[config.mk]
export PLATFORM = sky130hd
export DESIGN_NAME = ral_addr_latch
export DESIGN_NICKNAME = d
export VERILOG_FILES = /design/src/ral_pkg.sv /design/src/ral_parity_chk.sv /design/src/ral_addr_latch.sv
export VERILOG_INCLUDE_DIRS = /design/src
export SDC_FILE = /design/constraint.sdc
export NUM_CORES = 1
export LEC_CHECK = 0
export BUFFER_PORTS_ARGS = -buffer_cell sky130_fd_sc_hd__buf_2
export CORE_MARGIN = 4
export CORE_UTILIZATION = 42
export CTS_CLUSTER_SIZE = 10
export DETAILED_ROUTE_END_ITERATION = 12
export GPL_TIMING_DRIVEN = 0
export PLACE_DENSITY_LB_ADDON = 0.15
export SYNTH_ARGS = -nofsm -noshare
export SYNTH_HDL_FRONTEND = slang
export SYNTH_SLANG_ARGS = --single-unit
[constraint.sdc]
create_clock -name aclk -period 3.43 [get_ports aclk]
set_clock_uncertainty 0.15 [all_clocks]
set_input_delay 0 -clock aclk [delete_from_list [all_inputs] [get_ports aclk]]
set_output_delay 0 -clock aclk [all_outputs]
set_load 0.02 [all_outputs]
[src/ral_regs.svh]
// register offsets, field positions and reset values for the address latch block
`ifndef RAL_REGS_SVH
`define RAL_REGS_SVH
// ==========================================================
// byte offsets (configuration registers 3..6, status of own choosing)
`define RAL_OFF_CFG3      12'h008
`define RAL_OFF_CFG4      12'h00c
`define RAL_OFF_CFG5      12'h010
`define RAL_OFF_CFG6      12'h014
`define RAL_OFF_STATUS    12'h020
// ==========================================================
// field positions
`define RAL_CFG3_ENH_BIT  15
`define RAL_CFG4_LAT_BIT  3
`define RAL_CFG6_SRC_BIT  5
// ==========================================================
// reset values
`define RAL_CFG3_RST      16'h0000
`define RAL_CFG4_RST      16'h0000
`define RAL_CFG6_RST      16'h0000
`define RAL_ADDR_RST      6'h00
// ==========================================================
// bus answer codes
`define RAL_RESP_OKAY     2'b00
`define RAL_RESP_SLVERR   2'b10
`endif

[src/ral_pkg.sv]
// types shared by the address latch block
package ral_pkg;
	// terminal address with parity, parity in bit 0
	typedef struct packed {
		logic [4:0] addr;
		logic       parity;
	} ral_taddr_type;
	// incoming command summary from the protocol engine
	typedef struct packed {
		logic       valid;
		logic [4:0] addr;
	} ral_cmd_type;
endpackage

[src/ral_parity_chk.sv]
// odd parity checker and command acceptance for the terminal address
`timescale 1ns/1ps
module ral_parity_chk (
	// terminal address
	input  wire ral_pkg::ral_taddr_type taddr,
	// command under test
	input  wire ral_pkg::ral_cmd_type   cmd,
	// results
	output logic                        parity_ok,
	output logic                        accept
);
	import ral_pkg::*;
	// ==========================================================
	// checks
	// odd number of ones over addr and parity
	always_comb begin
		parity_ok = ^{taddr.addr, taddr.parity};
		if (!cmd.valid) begin
			accept = 1'b0;
		end else if (cmd.addr == 5'h1f) begin
			accept = 1'b1;
		end else begin
			accept = parity_ok && (cmd.addr == taddr.addr);
		end
	end
endmodule

[src/ral_addr_latch.sv]
// terminal address select and latch with axi4-lite configuration registers
//
// Summary of operation
// - respond to own address only with odd parity
// - broadcast accepted regardless of parity
// - latch pin low: straps used transparently
// - pin rising edge captures strap values
// - pin high: only host sequence updates address
// - cfg6 bit 5 selects source, reset straps
// - host source: d5..d1 address, d0 parity
// - strap source ignores cfg5 data bits
// - no transparent memory mode, strobe unused
`timescale 1ns/1ps
`include "ral_regs.svh"
module ral_addr_latch (
	// clock and reset
	input  wire logic                  aclk,
	input  wire logic                  aresetn,
	// axi4-lite write address
	input  wire logic [11:0]           s_axi_awaddr,
	input  wire logic                  s_axi_awvalid,
	output logic                       s_axi_awready,
	// axi4-lite write data
	input  wire logic [31:0]           s_axi_wdata,
	input  wire logic [3:0]            s_axi_wstrb,
	input  wire logic                  s_axi_wvalid,
	output logic                       s_axi_wready,
	// axi4-lite write response
	output logic [1:0]                 s_axi_bresp,
	output logic                       s_axi_bvalid,
	input  wire logic                  s_axi_bready,
	// axi4-lite read address
	input  wire logic [11:0]           s_axi_araddr,
	input  wire logic                  s_axi_arvalid,
	output logic                       s_axi_arready,
	// axi4-lite read data
	output logic [31:0]                s_axi_rdata,
	output logic [1:0]                 s_axi_rresp,
	output logic                       s_axi_rvalid,
	input  wire logic                  s_axi_rready,
	// strap pins
	input  wire logic                  term_addr_bit4,
	input  wire logic                  term_addr_bit3,
	input  wire logic                  term_addr_bit2,
	input  wire logic                  term_addr_bit1,
	input  wire logic                  term_addr_bit0,
	input  wire logic                  term_addr_parity,
	input  wire logic                  term_addr_latch_ctl,
	input  wire logic                  no_wait_select,
	// command from protocol engine
	input  wire ral_pkg::ral_cmd_type  cmd,
	// results
	output ral_pkg::ral_taddr_type     live_addr,
	output logic                       addr_parity_ok,
	output logic                       cmd_accept,
	output logic                       zero_wait_mode,
	output logic                       ext_mem_write_strobe
);
	import ral_pkg::*;

	// ==========================================================
	// state
	typedef enum logic [1:0] {ST_IDLE, ST_RESP} ral_wst_type;
	typedef struct packed {
		logic          awready;   // write address taken
		logic          wready;    // write data taken
		logic [11:0]   awaddr;    // held write address
		logic          aw_have;   // address held
		logic [31:0]   wdata;     // held write data
		logic [3:0]    wstrb;     // held strobes
		logic          w_have;    // data held
		ral_wst_type   wst;       // write response state
		logic [1:0]    bresp;     // write answer code
		logic          arready;   // read address taken
		logic          rvalid;    // read answer valid
		logic [31:0]   rdata;     // read data
		logic [1:0]    rresp;     // read answer code
		logic [15:0]   cfg3;      // enhanced mode enable lives here
		logic [15:0]   cfg4;      // latch arm bit lives here
		logic [15:0]   cfg6;      // source select lives here
		logic          pin_q;     // previous latch pin level
		ral_taddr_type held;      // latched address
		ral_taddr_type live;      // address presented to the engine
		logic          par_ok;    // registered parity result
		logic          accept;    // registered acceptance
		logic          zw;        // registered zero-wait mode
		logic          bvalid;    // write answer valid
		logic          strobe;    // memory write strobe, never driven active
	} ral_state_type;

	ral_state_type s_q, s_d;     // current and next state
	ral_taddr_type strap;        // strap pins gathered
	ral_taddr_type chk_in;       // address fed to the checker
	logic          chk_par_ok;   // checker parity result
	logic          chk_accept;   // checker acceptance
	logic          wr_fire;      // write carried out this cycle
	logic [31:0]   rd_word;      // read mux output

	assign strap = '{addr: {term_addr_bit4, term_addr_bit3, term_addr_bit2,
		term_addr_bit1, term_addr_bit0}, parity: term_addr_parity};

	// ==========================================================
	// checker, fed with next live address so results align
	ral_parity_chk u_chk (
		.taddr     (chk_in),
		.cmd       (cmd),
		.parity_ok (chk_par_ok),
		.accept    (chk_accept)
	);

	// ==========================================================
	// read mux
	always_comb begin
		rd_word = 32'h0000_0000;
		case (s_axi_araddr)
			`RAL_OFF_CFG3:   rd_word = {16'h0000, s_q.cfg3};
			`RAL_OFF_CFG4:   rd_word = {16'h0000, s_q.cfg4};
			`RAL_OFF_CFG5:   rd_word = {26'h0000000, s_q.held};
			`RAL_OFF_CFG6:   rd_word = {16'h0000, s_q.cfg6};
			// status: live address, parity ok, pin, zero wait
			`RAL_OFF_STATUS: rd_word = {22'h000000, s_q.zw, term_addr_latch_ctl,
				s_q.par_ok, 1'b0, s_q.live};
			default:         rd_word = 32'h0000_0000;
		endcase
	end

	// ==========================================================
	// a write completes once both channels are held
	assign wr_fire = (s_q.wst == ST_IDLE) && s_q.aw_have && s_q.w_have;

	// ==========================================================
	// next terminal address, kept apart from the state process so the
	// checker results come back without a combinational loop
	always_comb begin
		chk_in = s_q.live;
		if (!term_addr_latch_ctl) begin
			chk_in = strap;
		end else if (!s_q.pin_q) begin
			chk_in = strap;
		end else if (wr_fire && s_q.awaddr == `RAL_OFF_CFG5 && s_q.wstrb[0] &&
			s_q.cfg3[`RAL_CFG3_ENH_BIT] && s_q.cfg4[`RAL_CFG4_LAT_BIT]) begin
			if (s_q.cfg6[`RAL_CFG6_SRC_BIT]) begin
				chk_in = '{addr: s_q.wdata[5:1], parity: s_q.wdata[0]};
			end else begin
				chk_in = strap;
			end
		end
	end

	// ==========================================================
	// next state
	always_comb begin
		s_d = s_q;
		s_d.awready = 1'b0;
		s_d.wready  = 1'b0;
		s_d.arready = 1'b0;
		s_d.pin_q   = term_addr_latch_ctl;
		// write channels taken in either order, one write at a time
		if (s_axi_awvalid && !s_q.aw_have && !s_q.awready && s_q.wst == ST_IDLE) begin
			s_d.awready = 1'b1;
			s_d.aw_have = 1'b1;
			s_d.awaddr  = s_axi_awaddr;
		end
		if (s_axi_wvalid && !s_q.w_have && !s_q.wready && s_q.wst == ST_IDLE) begin
			s_d.wready = 1'b1;
			s_d.w_have = 1'b1;
			s_d.wdata  = s_axi_wdata;
			s_d.wstrb  = s_axi_wstrb;
		end
		case (s_q.wst)
			ST_IDLE: begin
				if (wr_fire) begin
					s_d.aw_have = 1'b0;
					s_d.w_have  = 1'b0;
					s_d.wst   = ST_RESP;
					s_d.bresp = `RAL_RESP_OKAY;
					// low half only, byte lanes honoured
					case (s_q.awaddr)
						`RAL_OFF_CFG3: begin
							if (s_q.wstrb[0]) s_d.cfg3[7:0]  = s_q.wdata[7:0];
							if (s_q.wstrb[1]) s_d.cfg3[15:8] = s_q.wdata[15:8];
						end
						`RAL_OFF_CFG4: begin
							if (s_q.wstrb[0]) s_d.cfg4[7:0]  = s_q.wdata[7:0];
							if (s_q.wstrb[1]) s_d.cfg4[15:8] = s_q.wdata[15:8];
						end
						`RAL_OFF_CFG6: begin
							if (s_q.wstrb[0]) s_d.cfg6[7:0]  = s_q.wdata[7:0];
							if (s_q.wstrb[1]) s_d.cfg6[15:8] = s_q.wdata[15:8];
						end
						`RAL_OFF_CFG5: ;  // handled by latch logic below
						default: s_d.bresp = `RAL_RESP_SLVERR;
					endcase
				end
			end
			ST_RESP: begin
				if (s_axi_bready) begin
					s_d.wst = ST_IDLE;
				end
			end
			default: s_d.wst = ST_IDLE;
		endcase
		// read: one at a time, answer next cycle
		if (s_q.rvalid) begin
			if (s_axi_rready) begin
				s_d.rvalid = 1'b0;
			end
		end else if (s_axi_arvalid && !s_q.arready) begin
			s_d.arready = 1'b1;
			s_d.rvalid  = 1'b1;
			s_d.rdata   = rd_word;
			s_d.rresp   = (s_axi_araddr == `RAL_OFF_CFG3 || s_axi_araddr == `RAL_OFF_CFG4 ||
				s_axi_araddr == `RAL_OFF_CFG5 || s_axi_araddr == `RAL_OFF_CFG6 ||
				s_axi_araddr == `RAL_OFF_STATUS) ? `RAL_RESP_OKAY : `RAL_RESP_SLVERR;
		end
		// address worked out above; held value otherwise unchanged
		s_d.held   = chk_in;
		s_d.live   = chk_in;
		s_d.zw     = !no_wait_select;
		s_d.par_ok = chk_par_ok;
		s_d.accept = chk_accept;
		s_d.bvalid = (s_d.wst == ST_RESP);
		s_d.strobe = 1'b0;
	end

	// ==========================================================
	// registers, synchronous active-low reset
	always_ff @(posedge aclk) begin
		if (!aresetn) begin
			s_q        <= '0;
			s_q.wst    <= ST_IDLE;
			s_q.cfg3   <= `RAL_CFG3_RST;
			s_q.cfg4   <= `RAL_CFG4_RST;
			s_q.cfg6   <= `RAL_CFG6_RST;
			s_q.held   <= `RAL_ADDR_RST;
			s_q.live   <= `RAL_ADDR_RST;
			s_q.pin_q  <= 1'b1;  // no false edge straight after reset
		end else begin
			s_q <= s_d;
		end
	end

	// ==========================================================
	// outputs, all from flip-flops
	assign s_axi_awready        = s_q.awready;
	assign s_axi_wready         = s_q.wready;
	assign s_axi_bvalid         = s_q.bvalid;
	assign s_axi_bresp          = s_q.bresp;
	assign s_axi_arready        = s_q.arready;
	assign s_axi_rvalid         = s_q.rvalid;
	assign s_axi_rdata          = s_q.rdata;
	assign s_axi_rresp          = s_q.rresp;
	assign live_addr            = s_q.live;
	assign addr_parity_ok       = s_q.par_ok;
	assign cmd_accept           = s_q.accept;
	assign zero_wait_mode       = s_q.zw;
	// transparent memory mode absent; strobe is a constant-inactive flop
	assign ext_mem_write_strobe = s_q.strobe;
endmodule

==> qor.txt <==
Netlist cell types - 57
period utilization - 97.15%
status - completed
largest area contributor in the netlist - dfxtp_1
Core Util, Final - 58.85%
Post-CTS Setup Bufs - 0
root buffer cell - clkbuf_16
clock latency on the worst-skew pair - 0.42 ns
CP Max Fanout - 8
via density per instance - 4.995
Worst-Margin Slew - 1.334 ns
drt wl/cell - 15.23 µm
Core Box Area - 12,060 µm²
initial antenna violation count - 0
antenna viol nets, final - 0
gpl congestion - 0.8529
DR DRC count - 0
total congestion overflow - 0
CP arrival - 3.53 ns
first-pass GRT wire length - 23,830 µm
drt pass-1 iters - 7
Mapped Avg Cell Area - 8.537 µm²
clock transition at the registers of the reported paths - 0.05 ns
ys flop type - dfxtp_1
Yosys top cell area share - 44.28%
CP cell instances - or4_1 > or4_1 > clkbuf_2 > or2_4 > o221ai_1 > o2111ai_1 > dlygate4sd3_1 > o21ai_1
Final min period - 3.332 ns
IO Port Bufs - 93
relative slew slack - 10.27%
synthesized cell area - 5199 µm²
Die X - 119.3 µm
crit path max-delay cell type - or4_1
FF+latch count, synth - 115
CTS tree - yes
final setup TNS - 0 ns
largest net degree at the start of global routing - 17
vias in the first global route - 4,814
Syn Inst Count - 609
pre-CTS WS - -0.1486 ns
area grow syn2layout - 36.53%
pwr/cell area - 526.8 nW/µm²
maxcap violations - 0
num rows - 40
Total GRT Usage - 21.09%
largest cells by area after synthesis - dfxtp_1 44%, nand2_1 7.1%, mux2i_1 7.1%, buf_4 6.2%, nor2_1 6.1%
WHS Path Cells - 5
DP HPWL - 10,460 µm
routed vias - 4,840
leakage power - 0.003063 µW
TritonCTS buffer count - 17
clock sink total - 115
CP endpoint kind - register
worst vdd ir - 0.0004132 V
Post-synth EDFFs - 0
fin area - 7098 µm²
FFs w/ async S/R, synth - 0%
Reg2Reg Depth - 8
Max Root-Sink Buffers - 2
Slew Limit Fails - 0
Worst Hold Class - input port to register
Die ar. - 14,220 µm²
overall power - 3739 µW
Final Hold Fails - 0
register area share after synthesis - 44.28%
Setup CP Type - register to register
setup ws final - 0.09765 ns
Antenna diodes - 0
unrepaired setup endpoints after global routing - false
Initial Util - 43.10%
Initial DRC Count - 330
Worst Setup Start Kind - register
Final #Nets - 869
H-tree depth - 4
Max Clk Rate - 300.1 MHz
Chip Height - 119.3 µm
R2R Setup Slk - 0.1 ns
Post-Route WL - 14,760 µm
WP data required - 3.63 ns
ratio of cells with drive above 1 in the final layout - 24.84%
Ys Warns - 0
final setup vio count - 0
I/O pin count - 132
CP max stage delay - 0.58 ns
placed cell area - 5951 µm²
critical path's most frequent cell - or4_1
[worst paths after layout]
kind / startpoint / endpoint
worst min register to register: s_q[45] / s_q[45]
worst max register to register: s_q[144] / cmd_accept
worst min-delay path: s_axi_araddr[4] / s_axi_rdata[5]
worst max-delay path: s_q[144] / cmd_accept
[cells in the final DEF, fill, tap and decap left out, types with 2 or more instances in the layout]
cell type,count
xnor2_1,2
or3_1,4
buf_1,3
or4_1,3
nand2b_1,6
dlygate4sd3_1,47
a222oi_1,9
o221ai_1,3
xor2_1,3
clkbuf_8,6
dfxtp_1,115
a21oi_1,55
clkbuf_16,17
nand3_1,7
nor2b_1,5
inv_1,10
and3_1,3
mux2_2,16
nand2_1,99
a221oi_1,9
nor2_1,84
buf_4,43
clkinv_2,4
o22ai_1,3
o21ai_0,7
clkbuf_1,26
o221a_2,2
and2_1,7
bufinv_16,4
mux2i_1,37
buf_2,95
nor3_1,10
nor4_1,5
o2111ai_1,2
conb_1,20
[report_power, final]
group	switching [µW]	leakage, µW	internal [µW]	total [µW]
clock network	591	0.000325	1320	1920
registers	40.7	0.000935	1380	1420
logic	214	0.00180	187	402
total	846	0.00306	2890	3740
[sequential cells by signal (all words and copies together) (netlist names)]
name / cells
zero_wait_mode: 1
s_axi_rdata: 16
s_axi_bresp: 1
s_axi_rvalid: 1
live_addr: 6
s_q: 83
s_axi_arready: 1
addr_parity_ok: 1
s_axi_rresp: 1
s_axi_awready: 1
s_axi_wready: 1
s_axi_bvalid: 1
cmd_accept: 1
[timing repair]
| action | CTS | global route |
|---|---|---|
| pin swaps | 0 | 0 |
| endpoints found under the setup margin | 2 | 1 |
| resized for setup | 1 | 1 |
| hold endpoints to repair | 44 | 0 |
| hold buffers | 47 | 0 |
[critical path, delay by kind of cell, from the launching register on]
family,cells,cell delay (ns)
compound gates,3,0.65
flops,1,0.31
buf+inv,2,0.77
simple gates,3,1.39
[cell families after synthesis]
logic type      synth area share (%)
mux                            10.59
xor+xnor                       1.733
compound gates                 13.14
simple gates                   20.96
flops                          44.28
buf+inv                        9.218
other cells                  0.07213
[Yosys cell counts, types with 2 or more instances]
master       n
a221oi_1     9
mux2_2      16
o221a_2      2
dfxtp_1    115
nand2b_1     6
o21ai_0      7
and2_1       7
o221ai_1     3
a21oi_1     55
mux2i_1     37
o22ai_1      3
nor3_1      10
xnor2_1      2
nand2_1     99
buf_1        3
nand3_1      7
or4_1        3
buf_4       43
nor2_1      84
a222oi_1     9
nor2b_1      5
inv_1       10
nor4_1       7
o2111ai_1    2
or3_1        4
xor2_1       3
clkbuf_1    26
and3_1       3
[final cells by class]
type | count | area, µm²
plain buffers | 74 | 441.7
flip-flops and latches | 115 | 2302
multi-input cells | 429 | 2510
clock inverters | 9 | 147.6
well taps | 168 | 210.2
repair buffers | 141 | 940.9
clock buffers | 23 | 508.0
inverters | 10 | 37.54
fillers | 1102 | 4964
[per-stage QoR]
| step | hold WS (ns) | instances |
|---|---|---|
| floorplan | -0.07762 | 628 |
| global placement | 0.009555 | 889 |
| detailed placement | 0.01818 | 890 |
| CTS | 0.003959 | 969 |
| global route | 0.04064 | 969 |
| finish | 0.02396 | 969 |
[routing by layer]
layer	wire, µm	global-route usage [%]	vias to the layer above
met1	6610	27.52	2209
li1	-	-	2411
met2	6853	33.73	196
met5	0	0	-
met4	219	8.038	0
met3	1076	5.081	24
(Power assumes the default switching activity.)
